==> config.mk <==
export PLATFORM = sky130hd
export DESIGN_NAME = lpd_phy_ctrl
export DESIGN_NICKNAME = d
export VERILOG_FILES = /design/src/hdl/lpd_pkg.sv /design/src/hdl/lpd_phy_ctrl.sv /design/src/hdl/lpd_spi_slave.sv
export VERILOG_INCLUDE_DIRS = /design/src /design/src/hdl
export SDC_FILE = /design/constraint.sdc
export NUM_CORES = 1
export LEC_CHECK = 0
export BUFFER_PORTS_ARGS = -buffer_cell sky130_fd_sc_hd__clkbuf_2
export CAP_MARGIN = 25
export CORE_UTILIZATION = 43
export CTS_CLUSTER_DIAMETER = 100
export DETAILED_ROUTE_END_ITERATION = 10
export SETUP_SLACK_MARGIN = 0.02
export SLEW_MARGIN = 10
export SYNTH_ARGS = -nofsm -noshare
export SYNTH_HDL_FRONTEND = slang
export SYNTH_HIERARCHICAL = 1
export SYNTH_SLANG_ARGS = --single-unit
==> constraint.sdc <==
create_clock -name clock_in -period 2.4 [get_ports clock_in]
set_input_delay 0.12 -clock clock_in [delete_from_list [all_inputs] [get_ports clock_in]]
set_output_delay 0.12 -clock clock_in [all_outputs]
set_load 0.005 [all_outputs]
==> src/hdl/lpd_regs.svh <==
`ifndef LPD_REGS_SVH
`define LPD_REGS_SVH

// SPI register addresses
`define LPD_ADDR_MODE        4'h0
`define LPD_ADDR_VOLT        4'h1
`define LPD_ADDR_BUS_CTRL    4'h4
`define LPD_ADDR_BUS_STAT    4'h5
`define LPD_ADDR_IMASK       4'he
`define LPD_ADDR_ISRC        4'hf

// Bus control, mode and mask field positions
`define LPD_BC_DOM_BIT       3
`define LPD_BC_RECEIVE_ONLY_BIT    2
`define LPD_MODE_PU_BIT      2
`define LPD_IMR_BUS_BIT      1

// Reset values
`define LPD_SLEW_RESET       2'h1
`define LPD_MODE_RESET       4'hc
`define LPD_IMASK_RESET      4'h0

// Slew encodings
`define LPD_SLEW_10K4        2'h0
`define LPD_SLEW_20K         2'h1
`define LPD_SLEW_FAST        2'h2

// Timing
`define LPD_CLK_HZ           40000000
`define LPD_STUCK_MS         1000
`define LPD_STUCK_CYC        ((`LPD_CLK_HZ / 1000) * `LPD_STUCK_MS)
`define LPD_WAKE_US          30
`define LPD_WAKE_CYC         ((`LPD_CLK_HZ / 1000000) * `LPD_WAKE_US)
`define LPD_SPI_BITS         8

`endif

==> src/hdl/lpd_pkg.sv <==
package lpd_pkg;
	typedef enum logic [1:0] {
		LPD_NORMAL,
		LPD_STOP,
		LPD_SLEEP
	} lpd_mode_t;

	typedef struct packed {
		logic receive_pin_short_flag;
		logic stuck_dominant_flag;
		logic bus_overtemp_flag;
		logic bus_overcurrent_flag;
	} lpd_bus_stat_t;

	typedef struct packed {
		logic       dominant_level_select;
		logic       receive_only;
		logic [1:0] slew_select;
	} lpd_bus_ctrl_t;

	typedef struct packed {
		logic       wr;
		logic [3:0] addr;
		logic [3:0] data;
	} lpd_spi_cmd_t;
endpackage

==> src/hdl/lpd_phy_ctrl.sv <==
`timescale 1ns/10ps
`include "lpd_regs.svh"
// Notes on behaviour
// - Two-bit slew select picks 10.4k, 20k or fast; resets to 20k.
// - Cleared pull-up enable drops pull-up in low power and switches wake threshold.
// - Over-current keeps transmitter on and sets over-current flag.
// - Any bus flag with bus interrupt mask set drives interrupt low.
// - Over-temperature shuts transmitter and sets over-temperature flag.
// - After over-temperature, transmitter returns when condition gone, transmit high and receive-only cleared.
// - Status read clears over-temperature flag only if over-temperature is gone.
// - Receive pin short sets short flag and shuts transmitter.
// - After short, transmitter returns on receive transition with transmit high, once receive-only cleared.
// - Status read clears short flag only if short is gone.
// - Transmit low over one second shuts transmitter, sets stuck flag.
// - Stuck shutdown ends when transmit high; read with transmit high clears flag.
// - Dominant-level select bit picks bus dominant voltage level.
// - Receive-only disables driver in normal mode; set by over-temperature, short or stuck, not over-current.
// - Low power with receive-only disables wake; stop mode receive follows bus.
// - Stop mode: long dominant then rising edge raises wake interrupt, recorded.
// - Sleep mode: long dominant then rising edge wakes system with reset, recorded.
// - One-byte frame: address, control in; summary, blank, status out.
// - Chip select fall starts frame, drives output, latches read data.
// - Shift out on rising clock, sample on falling clock.
// - Frame valid only with exactly eight sampling edges.
// - Chip select rise commits write; output floats while deselected.
// - Power-on, reset mode or reset pin restore register reset values, except battery fail flag.
// - Address 4 bus control write, address 5 bus status read.
// - Status bits: short 3, stuck 2, over-temp 1, over-current 0.
// - Summary bits in every frame, each the OR of its register.
// - Bus interrupt mask is bit 1 of mask register at address E.

module lpd_phy_ctrl #(
	parameter int unsigned STUCK_CYC = `LPD_STUCK_CYC,
	parameter int unsigned WAKE_CYC  = `LPD_WAKE_CYC
) (
	// Clock and resets
	input  wire logic        clock_in,
	input  wire logic        reset_n_in,
	input  wire logic        por_in,
	input  wire logic        reset_mode_in,
	input  wire logic        ext_reset_n_in,
	// SPI pins
	input  wire logic        cs_n_in,
	input  wire logic        sclk_in,
	input  wire logic        mosi_in,
	output logic             miso_out,
	output logic             miso_oe_n_out,
	// Transceiver side
	input  wire logic        txd_in,
	input  wire logic        bus_in,
	input  wire logic        rxd_pin_in,
	input  wire logic        overcurrent_in,
	input  wire logic        overtemp_in,
	input  wire logic        rxd_short_in,
	output logic             tx_enable_out,
	output logic             rxd_follow_out,
	output logic [1:0]       slew_select_out,
	output logic             dominant_level_select_out,
	output logic             bus_pullup_bit_out,
	output logic             alt_wake_threshold_out,
	// System status inputs
	input  wire logic [3:0]  volt_status_in,
	input  wire logic [3:0]  switch_status_in,
	input  wire logic [3:0]  other_isrc_in,
	// Mode and events
	output lpd_pkg::lpd_mode_t mode_out,
	output logic             irq_n_out,
	output logic             wake_irq_out,
	output logic             wake_reset_out
);
	// ****************************************
	// Input synchronisers
	// ****************************************
	logic [6:0] s1_r, s2_r;
	logic [6:0] s1_nxt, s2_nxt;
	logic       txd_s, bus_s, rxp_s, oc_s, ot_s, sh_s, ext_n_s;

	always_comb begin
		s1_nxt = {ext_reset_n_in, rxd_short_in, overtemp_in, overcurrent_in,
			rxd_pin_in, bus_in, txd_in};
		s2_nxt = s1_r;
		{ext_n_s, sh_s, ot_s, oc_s, rxp_s, bus_s, txd_s} = s2_r;
	end

	always_ff @(posedge clock_in or negedge reset_n_in) begin
		if (!reset_n_in) begin
			s1_r <= 7'h47;
			s2_r <= 7'h47;
		end else begin
			s1_r <= s1_nxt;
			s2_r <= s2_nxt;
		end
	end

	// ****************************************
	// SPI shifter
	// ****************************************
	lpd_pkg::lpd_spi_cmd_t cmd;
	logic                  frame_start;
	logic [7:0]            read_byte;

	lpd_spi_slave u_spi (
		.clock_in      (clock_in),
		.reset_n_in    (reset_n_in),
		.cs_n_in       (cs_n_in),
		.sclk_in       (sclk_in),
		.mosi_in       (mosi_in),
		.miso_out      (miso_out),
		.miso_oe_n_out (miso_oe_n_out),
		.read_byte_in  (read_byte),
		.start_out     (frame_start),
		.cmd_out       (cmd)
	);

	// ****************************************
	// Registers and protection
	// ****************************************
	lpd_pkg::lpd_bus_ctrl_t ctrl_r, ctrl_nxt;
	lpd_pkg::lpd_bus_stat_t stat_r, stat_nxt;
	lpd_pkg::lpd_mode_t     mode_r, mode_nxt;
	logic [3:0]  imask_r, imask_nxt;
	logic        pullup_r, pullup_nxt;
	logic        battery_fail_flag_r, battery_fail_flag_nxt;
	logic        ot_off_r, ot_off_nxt;
	logic        sh_off_r, sh_off_nxt;
	logic        dom_off_r, dom_off_nxt;
	logic [31:0] low_cnt_r, low_cnt_nxt;
	logic [31:0] wk_cnt_r, wk_cnt_nxt;
	logic        wk_armed_r, wk_armed_nxt;
	logic        wake_src_r, wake_src_nxt;
	logic        wake_irq_r, wake_irq_nxt;
	logic        wake_rst_r, wake_rst_nxt;
	logic        rxp_d_r, rxp_d_nxt;
	logic [3:0]  addr_r, addr_nxt;
	logic        soft_rst, stat_read, low_power, err_event;

	function automatic logic any_set(input logic [3:0] v);
		any_set = |v;
	endfunction

	// Byte returned on each frame
	always_comb begin
		logic [3:0] body;
		body = 4'h0;
		case (addr_r)
			`LPD_ADDR_MODE, `LPD_ADDR_VOLT: body = {volt_status_in[3:1], battery_fail_flag_r};
			`LPD_ADDR_BUS_CTRL, `LPD_ADDR_BUS_STAT: body = stat_r;
			`LPD_ADDR_IMASK, `LPD_ADDR_ISRC: body = {other_isrc_in[3:2], wake_src_r,
				other_isrc_in[0]};
			default: body = 4'h0;
		endcase
		read_byte = {any_set({volt_status_in[3:1], battery_fail_flag_r}), any_set(stat_r),
			any_set(switch_status_in), 1'b0, body};
	end

	always_comb begin
		soft_rst     = por_in | reset_mode_in | ~ext_n_s;
		// Reads answer for the address of the last valid frame
		addr_nxt     = addr_r;
		if (cmd.wr) begin
			addr_nxt = cmd.addr;
		end
		stat_read    = frame_start &&
			(addr_r == `LPD_ADDR_BUS_CTRL || addr_r == `LPD_ADDR_BUS_STAT);
		ctrl_nxt     = ctrl_r;
		imask_nxt    = imask_r;
		pullup_nxt   = pullup_r;
		mode_nxt     = mode_r;
		battery_fail_flag_nxt  = battery_fail_flag_r | por_in;
		rxp_d_nxt    = rxp_s;
		low_power    = mode_r != lpd_pkg::LPD_NORMAL;
		if (cmd.wr) begin
			case (cmd.addr)
				`LPD_ADDR_BUS_CTRL: ctrl_nxt = cmd.data;
				`LPD_ADDR_IMASK: imask_nxt = cmd.data;
				`LPD_ADDR_MODE: begin
					pullup_nxt = cmd.data[`LPD_MODE_PU_BIT];
					case (cmd.data[1:0])
						2'h1: mode_nxt = lpd_pkg::LPD_STOP;
						2'h2: mode_nxt = lpd_pkg::LPD_SLEEP;
						default: mode_nxt = lpd_pkg::LPD_NORMAL;
					endcase
				end
				default: ;
			endcase
		end
		// Stuck-dominant timer
		low_cnt_nxt = txd_s ? 32'h0 : (low_cnt_r == STUCK_CYC ? low_cnt_r : low_cnt_r + 32'h1);
		// Flags: a new event beats a read clear
		stat_nxt = stat_r;
		if (stat_read) begin
			if (!sh_s) stat_nxt.receive_pin_short_flag = 1'b0;
			if (txd_s) stat_nxt.stuck_dominant_flag = 1'b0;
			stat_nxt.bus_overtemp_flag    = ot_s;
			stat_nxt.bus_overcurrent_flag = oc_s;
		end
		if (oc_s) stat_nxt.bus_overcurrent_flag = 1'b1;
		if (ot_s) stat_nxt.bus_overtemp_flag = 1'b1;
		if (sh_s) stat_nxt.receive_pin_short_flag = 1'b1;
		if (low_cnt_r == STUCK_CYC) stat_nxt.stuck_dominant_flag = 1'b1;
		ot_off_nxt  = ot_off_r;
		if (ot_s) ot_off_nxt = 1'b1;
		else if (txd_s) ot_off_nxt = 1'b0;
		sh_off_nxt  = sh_off_r;
		if (sh_s) sh_off_nxt = 1'b1;
		else if (txd_s && (rxp_s != rxp_d_r)) sh_off_nxt = 1'b0;
		dom_off_nxt = dom_off_r;
		if (low_cnt_r == STUCK_CYC) dom_off_nxt = 1'b1;
		else if (txd_s) dom_off_nxt = 1'b0;
		err_event = ot_s | sh_s | (low_cnt_r == STUCK_CYC);
		if (err_event) ctrl_nxt.receive_only = 1'b1;
		// Bus wake detector
		wk_cnt_nxt   = bus_s ? 32'h0 : (wk_cnt_r == WAKE_CYC ? wk_cnt_r : wk_cnt_r + 32'h1);
		wk_armed_nxt = wk_armed_r;
		wake_irq_nxt = 1'b0;
		wake_rst_nxt = 1'b0;
		wake_src_nxt = wake_src_r;
		if (!low_power || ctrl_r.receive_only) begin
			wk_armed_nxt = 1'b0;
		end else if (wk_cnt_r == WAKE_CYC) begin
			wk_armed_nxt = 1'b1;
		end else if (wk_armed_r && bus_s) begin
			wk_armed_nxt = 1'b0;
			wake_src_nxt = 1'b1;
			mode_nxt     = lpd_pkg::LPD_NORMAL;
			if (mode_r == lpd_pkg::LPD_STOP) wake_irq_nxt = 1'b1;
			else wake_rst_nxt = 1'b1;
		end
		if (frame_start && (addr_r == `LPD_ADDR_IMASK || addr_r == `LPD_ADDR_ISRC) &&
				!(wk_armed_r && bus_s)) begin
			wake_src_nxt = 1'b0;
		end
	end

	always_ff @(posedge clock_in or negedge reset_n_in) begin
		if (!reset_n_in) begin
			ctrl_r     <= '{1'b0, 1'b0, `LPD_SLEW_RESET};
			stat_r     <= '0;
			mode_r     <= lpd_pkg::LPD_NORMAL;
			imask_r    <= `LPD_IMASK_RESET;
			pullup_r   <= 1'b1;
			battery_fail_flag_r  <= 1'b1;
			ot_off_r   <= 1'b0;
			sh_off_r   <= 1'b0;
			dom_off_r  <= 1'b0;
			low_cnt_r  <= 32'h0;
			wk_cnt_r   <= 32'h0;
			wk_armed_r <= 1'b0;
			wake_src_r <= 1'b0;
			wake_irq_r <= 1'b0;
			wake_rst_r <= 1'b0;
			rxp_d_r    <= 1'b1;
			addr_r     <= 4'h0;
		end else if (soft_rst) begin
			// Register contents except battery fail flag return to reset values; pins keep tracking
			ctrl_r     <= '{1'b0, 1'b0, `LPD_SLEW_RESET};
			stat_r     <= '0;
			mode_r     <= lpd_pkg::LPD_NORMAL;
			imask_r    <= `LPD_IMASK_RESET;
			pullup_r   <= 1'b1;
			battery_fail_flag_r  <= battery_fail_flag_nxt;
			ot_off_r   <= 1'b0;
			sh_off_r   <= 1'b0;
			dom_off_r  <= 1'b0;
			low_cnt_r  <= 32'h0;
			wk_cnt_r   <= 32'h0;
			wk_armed_r <= 1'b0;
			wake_src_r <= 1'b0;
			wake_irq_r <= 1'b0;
			wake_rst_r <= 1'b0;
			rxp_d_r    <= rxp_d_nxt;
			addr_r     <= 4'h0;
		end else begin
			ctrl_r     <= ctrl_nxt;
			stat_r     <= stat_nxt;
			mode_r     <= mode_nxt;
			imask_r    <= imask_nxt;
			pullup_r   <= pullup_nxt;
			battery_fail_flag_r  <= battery_fail_flag_nxt;
			ot_off_r   <= ot_off_nxt;
			sh_off_r   <= sh_off_nxt;
			dom_off_r  <= dom_off_nxt;
			low_cnt_r  <= low_cnt_nxt;
			wk_cnt_r   <= wk_cnt_nxt;
			wk_armed_r <= wk_armed_nxt;
			wake_src_r <= wake_src_nxt;
			wake_irq_r <= wake_irq_nxt;
			wake_rst_r <= wake_rst_nxt;
			rxp_d_r    <= rxp_d_nxt;
			addr_r     <= addr_nxt;
		end
	end

	// ****************************************
	// Outputs
	// ****************************************
	assign tx_enable_out = !low_power && !ctrl_r.receive_only && !ot_off_r &&
		!sh_off_r && !dom_off_r;
	assign rxd_follow_out = mode_r == lpd_pkg::LPD_STOP && ctrl_r.receive_only;
	assign slew_select_out           = ctrl_r.slew_select;
	assign dominant_level_select_out = ctrl_r.dominant_level_select;
	assign bus_pullup_bit_out        = pullup_r || !low_power;
	assign alt_wake_threshold_out    = !pullup_r;
	assign mode_out       = mode_r;
	assign irq_n_out      = !(imask_r[`LPD_IMR_BUS_BIT] && any_set(stat_r));
	assign wake_irq_out   = wake_irq_r;
	assign wake_reset_out = wake_rst_r;
endmodule

==> src/hdl/lpd_spi_slave.sv <==
`timescale 1ns/10ps
`include "lpd_regs.svh"

module lpd_spi_slave (
	// Clock and reset
	input  wire logic                clock_in,
	input  wire logic                reset_n_in,
	// SPI pins
	input  wire logic                cs_n_in,
	input  wire logic                sclk_in,
	input  wire logic                mosi_in,
	output logic                     miso_out,
	output logic                     miso_oe_n_out,
	// Register side
	input  wire logic [7:0]          read_byte_in,
	output logic                     start_out,
	output lpd_pkg::lpd_spi_cmd_t    cmd_out
);
	logic [1:0] cs_sync_r, cs_sync_nxt;
	logic [1:0] sck_sync_r, sck_sync_nxt;
	logic [1:0] mo_sync_r, mo_sync_nxt;
	logic       cs_d_r, cs_d_nxt;
	logic       sck_d_r, sck_d_nxt;
	logic [7:0] tx_r, tx_nxt;
	logic [7:0] rx_r, rx_nxt;
	logic [3:0] cnt_r, cnt_nxt;
	logic       miso_r, miso_nxt;
	logic       oe_n_r, oe_n_nxt;
	logic       start_nxt;
	lpd_pkg::lpd_spi_cmd_t cmd_r, cmd_nxt;
	logic       cs_fall, cs_rise, sck_rise, sck_fall;

	always_comb begin
		cs_sync_nxt  = {cs_sync_r[0], cs_n_in};
		sck_sync_nxt = {sck_sync_r[0], sclk_in};
		mo_sync_nxt  = {mo_sync_r[0], mosi_in};
		cs_d_nxt     = cs_sync_r[1];
		sck_d_nxt    = sck_sync_r[1];
		cs_fall      = cs_d_r & ~cs_sync_r[1];
		cs_rise      = ~cs_d_r & cs_sync_r[1];
		sck_rise     = ~sck_d_r & sck_sync_r[1];
		sck_fall     = sck_d_r & ~sck_sync_r[1];
		tx_nxt       = tx_r;
		rx_nxt       = rx_r;
		cnt_nxt      = cnt_r;
		miso_nxt     = miso_r;
		oe_n_nxt     = oe_n_r;
		start_nxt    = 1'b0;
		cmd_nxt      = cmd_r;
		cmd_nxt.wr   = 1'b0;
		if (cs_fall) begin
			// Read data latched at frame start, MSB shown at once
			tx_nxt    = read_byte_in;
			miso_nxt  = read_byte_in[7];
			oe_n_nxt  = 1'b0;
			cnt_nxt   = 4'h0;
			start_nxt = 1'b1;
		end else if (!cs_sync_r[1]) begin
			if (sck_rise && cnt_r != 4'h0) begin
				miso_nxt = tx_r[7];
			end
			if (sck_fall) begin
				rx_nxt = {rx_r[6:0], mo_sync_r[1]};
				tx_nxt = {tx_r[6:0], 1'b0};
				if (cnt_r != 4'hf) begin
					cnt_nxt = cnt_r + 4'h1;
				end
			end
		end
		if (cs_rise) begin
			oe_n_nxt = 1'b1;
			// Any count but eight drops the byte
			if (cnt_r == 4'(`LPD_SPI_BITS)) begin
				cmd_nxt.wr   = 1'b1;
				cmd_nxt.addr = rx_r[7:4];
				cmd_nxt.data = rx_r[3:0];
			end
		end
	end

	always_ff @(posedge clock_in or negedge reset_n_in) begin
		if (!reset_n_in) begin
			// Clock idles high; a low reset value would fake a rising edge
			cs_sync_r  <= 2'h3;
			sck_sync_r <= 2'h3;
			mo_sync_r  <= 2'h0;
			cs_d_r     <= 1'b1;
			sck_d_r    <= 1'b1;
			tx_r       <= 8'h00;
			rx_r       <= 8'h00;
			cnt_r      <= 4'h0;
			miso_r     <= 1'b0;
			oe_n_r     <= 1'b1;
			start_out  <= 1'b0;
			cmd_r      <= '0;
		end else begin
			cs_sync_r  <= cs_sync_nxt;
			sck_sync_r <= sck_sync_nxt;
			mo_sync_r  <= mo_sync_nxt;
			cs_d_r     <= cs_d_nxt;
			sck_d_r    <= sck_d_nxt;
			tx_r       <= tx_nxt;
			rx_r       <= rx_nxt;
			cnt_r      <= cnt_nxt;
			miso_r     <= miso_nxt;
			oe_n_r     <= oe_n_nxt;
			start_out  <= start_nxt;
			cmd_r      <= cmd_nxt;
		end
	end

	assign miso_out      = miso_r;
	assign miso_oe_n_out = oe_n_r;
	assign cmd_out       = cmd_r;
endmodule

==> run_summary.xml <==
<?xml version="1.0" encoding="UTF-8"?>
<metrics>
  <group name="outcome">
    <metric name="status" unit="">finished, final reports clean</metric>
  </group>
  <group name="cells_and_area">
    <metric name="area_taken_by_flip_flops_and_latches" unit="µm²">3577</metric>
    <metric name="layout.cells.most_common_list" unit="">dfrtp_1 (123), a21oi_1 (53), nor2_1 (44), clkbuf_2 (36), nand2_1 (35)</metric>
    <metric name="design.final.nets" unit="">729</metric>
    <metric name="n_antenna_cell" unit="">0</metric>
    <metric name="multi_input_area" unit="µm²">2980</metric>
    <metric name="fin_area" unit="µm²">7958</metric>
    <metric name="final_layout_size_suffix_gt1_share" unit="%">18.22</metric>
    <metric name="fillers" unit="">1374</metric>
    <metric name="layout.cells.most_common" unit="">dfrtp_1</metric>
    <metric name="layout-area-overhead-vs-synth" unit="%">17.17</metric>
  </group>
  <group name="power_and_ir_drop">
    <metric name="intPower" unit="mW">4.477</metric>
    <metric name="leakage" unit="nW">3.239</metric>
    <metric name="pwr-share-clk" unit="%">50.5</metric>
    <metric name="fraction_of_power_consumed_by_combinational_cells" unit="%">4.4</metric>
    <metric name="sw_power" unit="mW">1.229</metric>
    <metric name="swShare" unit="%">21.54</metric>
    <metric name="power_density_over_the_cells" unit="nW/µm²">717.0</metric>
    <metric name="power.sequential.fraction" unit="%">45.1</metric>
    <metric name="power.ir.vdd_worst" unit="V">0.0007460</metric>
  </group>
  <group name="drt">
    <metric name="drt-initial-drc-count" unit="">353</metric>
    <metric name="vias" unit="">5139</metric>
    <metric name="route.final.wire_length" unit="mm">14.59</metric>
    <metric name="route.detailed.vias_per_inst" unit="">5.592</metric>
    <metric name="post_drt_wl_per_cell" unit="µm">15.88</metric>
    <metric name="postRouteAntennaNets" unit="">0</metric>
    <metric name="detail_route.first_pass.iterations" unit="">4</metric>
    <metric name="drt_drc_violations_left" unit="">0</metric>
  </group>
  <group name="timing">
    <metric name="setup_tns" unit="ns">0</metric>
    <metric name="final-max-slew-violation-count" unit="">0</metric>
    <metric name="clock_skew" unit="ns">0.01005</metric>
    <metric name="portion_of_the_clock_cycle_consumed_by_the_worst_path_in_the_final_layout" unit="%">88.95</metric>
    <metric name="min_period" unit="ns">2.135</metric>
    <metric name="rsz0062_at_grt" unit="">no</metric>
    <metric name="max_slew.worst_pin.slew" unit="ns">0.7066</metric>
    <metric name="setup_viol" unit="">0</metric>
    <metric name="final-hold-violation-count" unit="">0</metric>
    <metric name="achievable-frequency" unit="MHz">468.5</metric>
    <metric name="timing.max_slew.rel_slack" unit="%">52.90</metric>
  </group>
  <group name="cts">
    <metric name="cts_inserted_buffers" unit="">17</metric>
    <metric name="worstSkewPairLatency" unit="ns">0.42</metric>
    <metric name="cts-root-buf" unit="">clkbuf_16</metric>
    <metric name="cts_buffer_depth" unit="">2</metric>
    <metric name="cts.hold.buffers_added" unit="">12</metric>
    <metric name="clock_pin_slew_on_the_worst_setup_and_hold_paths" unit="ns">0.06</metric>
    <metric name="cts_htree_levels" unit="">4</metric>
    <metric name="post_cts_resize_count" unit="">0</metric>
    <metric name="cts_tree" unit="">built</metric>
    <metric name="cts_num_sinks" unit="">142</metric>
    <metric name="cts.repair_timing.setup_buffer_count" unit="">0</metric>
  </group>
  <group name="hold_path">
    <metric name="worstHoldPathType" unit="">in -&gt; reg</metric>
  </group>
  <group name="grt">
    <metric name="globalRouteTotalUtil" unit="%">19.40</metric>
    <metric name="grt.overflow.total" unit="">0</metric>
    <metric name="grt_max_degree" unit="">75</metric>
    <metric name="grt.busiest_layer" unit="">met2</metric>
    <metric name="number_of_antenna_violations_at_the_first_check_in_global_routing" unit="">0</metric>
    <metric name="gr-usage-met3" unit="%">5.426</metric>
    <metric name="global_route_wire_length_before_repair" unit="mm">24.67</metric>
    <metric name="grt_pass1_vias" unit="">4939</metric>
    <metric name="groute.layer.met1.usage" unit="%">26.55</metric>
    <metric name="globalRouteMet2Util" unit="%">30.25</metric>
  </group>
  <group name="place">
    <metric name="place_area" unit="µm²">7192</metric>
    <metric name="globalplace.congestion" unit="">0.8191</metric>
    <metric name="dpl.hpwl" unit="mm">9.876</metric>
    <metric name="io_buffer_count" unit="">37</metric>
  </group>
  <group name="die">
    <metric name="dieArea" unit="µm²">16300</metric>
    <metric name="floorplan.initialDensity" unit="%">44.35</metric>
    <metric name="num_io_pins" unit="">40</metric>
    <metric name="floorplan.die.height" unit="µm">127.7</metric>
    <metric name="core.rowCount" unit="">45</metric>
    <metric name="fp.coreArea" unit="µm²">15310</metric>
    <metric name="die_width" unit="µm">127.7</metric>
  </group>
  <group name="yosys">
    <metric name="async_reset_ff_share" unit="%">100.0</metric>
    <metric name="yosys_top_cell_area_share" unit="%">45.32</metric>
    <metric name="synth_flop_cell" unit="">dfrtp_1</metric>
    <metric name="synthDistinctLibCells" unit="">55</metric>
    <metric name="post_synthesis_instance_area" unit="µm²">6792</metric>
    <metric name="seq_area_frac_synth" unit="%">52.67</metric>
    <metric name="post-synth-top-area-cell" unit="">dfrtp_1</metric>
    <metric name="synth_cells" unit="">651</metric>
    <metric name="synth.yosys.warnings" unit="">6</metric>
    <metric name="synth-seq-cells" unit="">142</metric>
    <metric name="synth.area.top_cells" unit="">dfrtp_1 (45%), dfstp_2 (7.4%), a21oi_1 (3.9%)</metric>
    <metric name="synth_edf_count" unit="">0</metric>
    <metric name="syn_avg_cell_area" unit="µm²">10.43</metric>
    <metric name="synthesis.nets" unit="">685</metric>
  </group>
  <group name="critical_path">
    <metric name="timing.critical_path.from_type" unit="">flop</metric>
    <metric name="timing.critical_path.required" unit="ns">2.70</metric>
    <metric name="critical_path_class" unit="">reg -&gt; reg</metric>
    <metric name="endpoint_kind" unit="">flop</metric>
    <metric name="cp.arrival" unit="ns">2.44</metric>
    <metric name="critical_path_peak_fanout" unit="">19</metric>
  </group>
  <group name="flow_run">
    <metric name="drv_cap" unit="">0</metric>
  </group>
</metrics>
-- metal layers --
layer	up-vias	part of all wire (%)
met1	2558	49
met5	-	0
met3	7	2.8
met2	74	47
li1	2500	-
met4	0	0.83
-- worst max-delay path, cell delays in order (launching register included) --
cell and delay (ns):
dfrtp_1 0.44, and4_1 0.37, nand4_2 0.42, nor4_1 0.42, mux2_2 0.37
-- path summary, 6_finish.rpt --
path / startpoint / end / slack [ns] / cells past startpoint
max reg2reg: low_cnt_r[2]$_DFFE_PN0P_ / low_cnt_r[24]$_DFFE_PN0P_ / 0.27 / 4
max in group asynchronous: reset_n_in / s1_r[1]$_DFF_PN1_ / 1.34 / 3
min reg2reg: s1_r[4]$_DFF_PN0_ / s2_r[4]$_DFF_PN0_ / 0.35 / 0
min in group asynchronous: reset_n_in / u_spi/tx_r[6]$_DFFE_PN0P_ / 0.32 / 2
min: switch_status_in[2] / u_spi/tx_r[5]$_DFFE_PN0P_ / 0.02 / 4
max: low_cnt_r[2]$_DFFE_PN0P_ / low_cnt_r[24]$_DFFE_PN0P_ / 0.27 / 4
-- Yosys cell counts (3+ instances only) --
| library cell | number |
|---|---|
| dfrtp_1 | 123 |
| a21oi_1 | 53 |
| nor2_1 | 44 |
| nand2_1 | 35 |
| o21ai_0 | 33 |
| nand3_1 | 28 |
| nand4_1 | 28 |
| or4_1 | 25 |
| clkbuf_1 | 23 |
| inv_1 | 23 |
| mux2i_1 | 20 |
| o31ai_1 | 20 |
| dfstp_2 | 19 |
| mux2_2 | 18 |
| xor2_1 | 17 |
| or3_1 | 16 |
| and4_1 | 15 |
| nor4_1 | 13 |
| nor3_1 | 9 |
| ha_1 | 8 |
| and3_1 | 6 |
| nor4b_1 | 6 |
| or2_2 | 6 |
| buf_2 | 5 |
| a31oi_1 | 4 |
| nand2b_1 | 4 |
| nor2b_1 | 4 |
| o41ai_1 | 4 |
| nor4bb_1 | 3 |
| o21a_1 | 3 |
| xnor2_1 | 3 |
-- power groups by stage --
stage / logic (mW) / registers (mW) / clock network [mW]
floorplan: 0.132 / 2.59 / 0
global placement: 0.232 / 2.61 / 0
global route: 0.289 / 2.59 / 3.05
finish: 0.252 / 2.57 / 2.88
CTS: 0.259 / 2.57 / 2.95
detailed placement: 0.241 / 2.62 / 0
-- per-stage QoR --
stage	hold WS (ns)	cells	setup WS, ns	total power [mW]	utilization [%]
after global placement	0.1944	875	0.2924	2.841	46.96
after CTS	0.004926	919	0.2687	5.777	51.96
after detailed placement	0.2028	875	0.2457	2.857	46.96
final	0.02252	919	0.2653	5.705	51.96
after global routing	0.01063	919	0.06976	5.921	51.96
after floorplan	-0.1756	651	0.6083	2.724	-
-- sequential cells by signal (all words and copies together) (netlist names), 2 cells and up --
name              flops
low_cnt_r            32
wk_cnt_r             32
u_spi/cmd_out         9
u_spi/rx_r            8
u_spi/tx_r            8
s1_r                  7
s2_r                  7
stat_r                4
u_spi/cnt_r           4
addr_r                3
mode_out              2
slew_select_out       2
u_spi/cs_sync_r       2
u_spi/mo_sync_r       2
u_spi/sck_sync_r      2
-- area by class of cell --
cell class	count	area share, %
Clock buffer	19	5.440
Clock inverter	13	2.673
Inverter	23	1.085
Multi-Input combinational cell	453	37.45
Sequential cell	142	44.95
Tap cell	211	3.318
Timing Repair Buffer	58	5.079
-- kinds of logic (layout without fill, tap and decap cells) --
| kind of cell | count (synthesis) | in the layout | synth area share (%) |
|---|---|---|---|
| mux | 38 | 38 | 5.932 |
| other cells | 1 | 1 | 0.05522 |
| xor+xnor | 20 | 20 | 2.579 |
| fa+ha+maj | 8 | 8 | 1.474 |
| compound gates | 125 | 125 | 10.92 |
| flops | 142 | 142 | 52.67 |
| simple gates | 261 | 261 | 22.92 |
| buf+inv | 56 | 113 | 3.445 |
(Power assumes the default switching activity.)
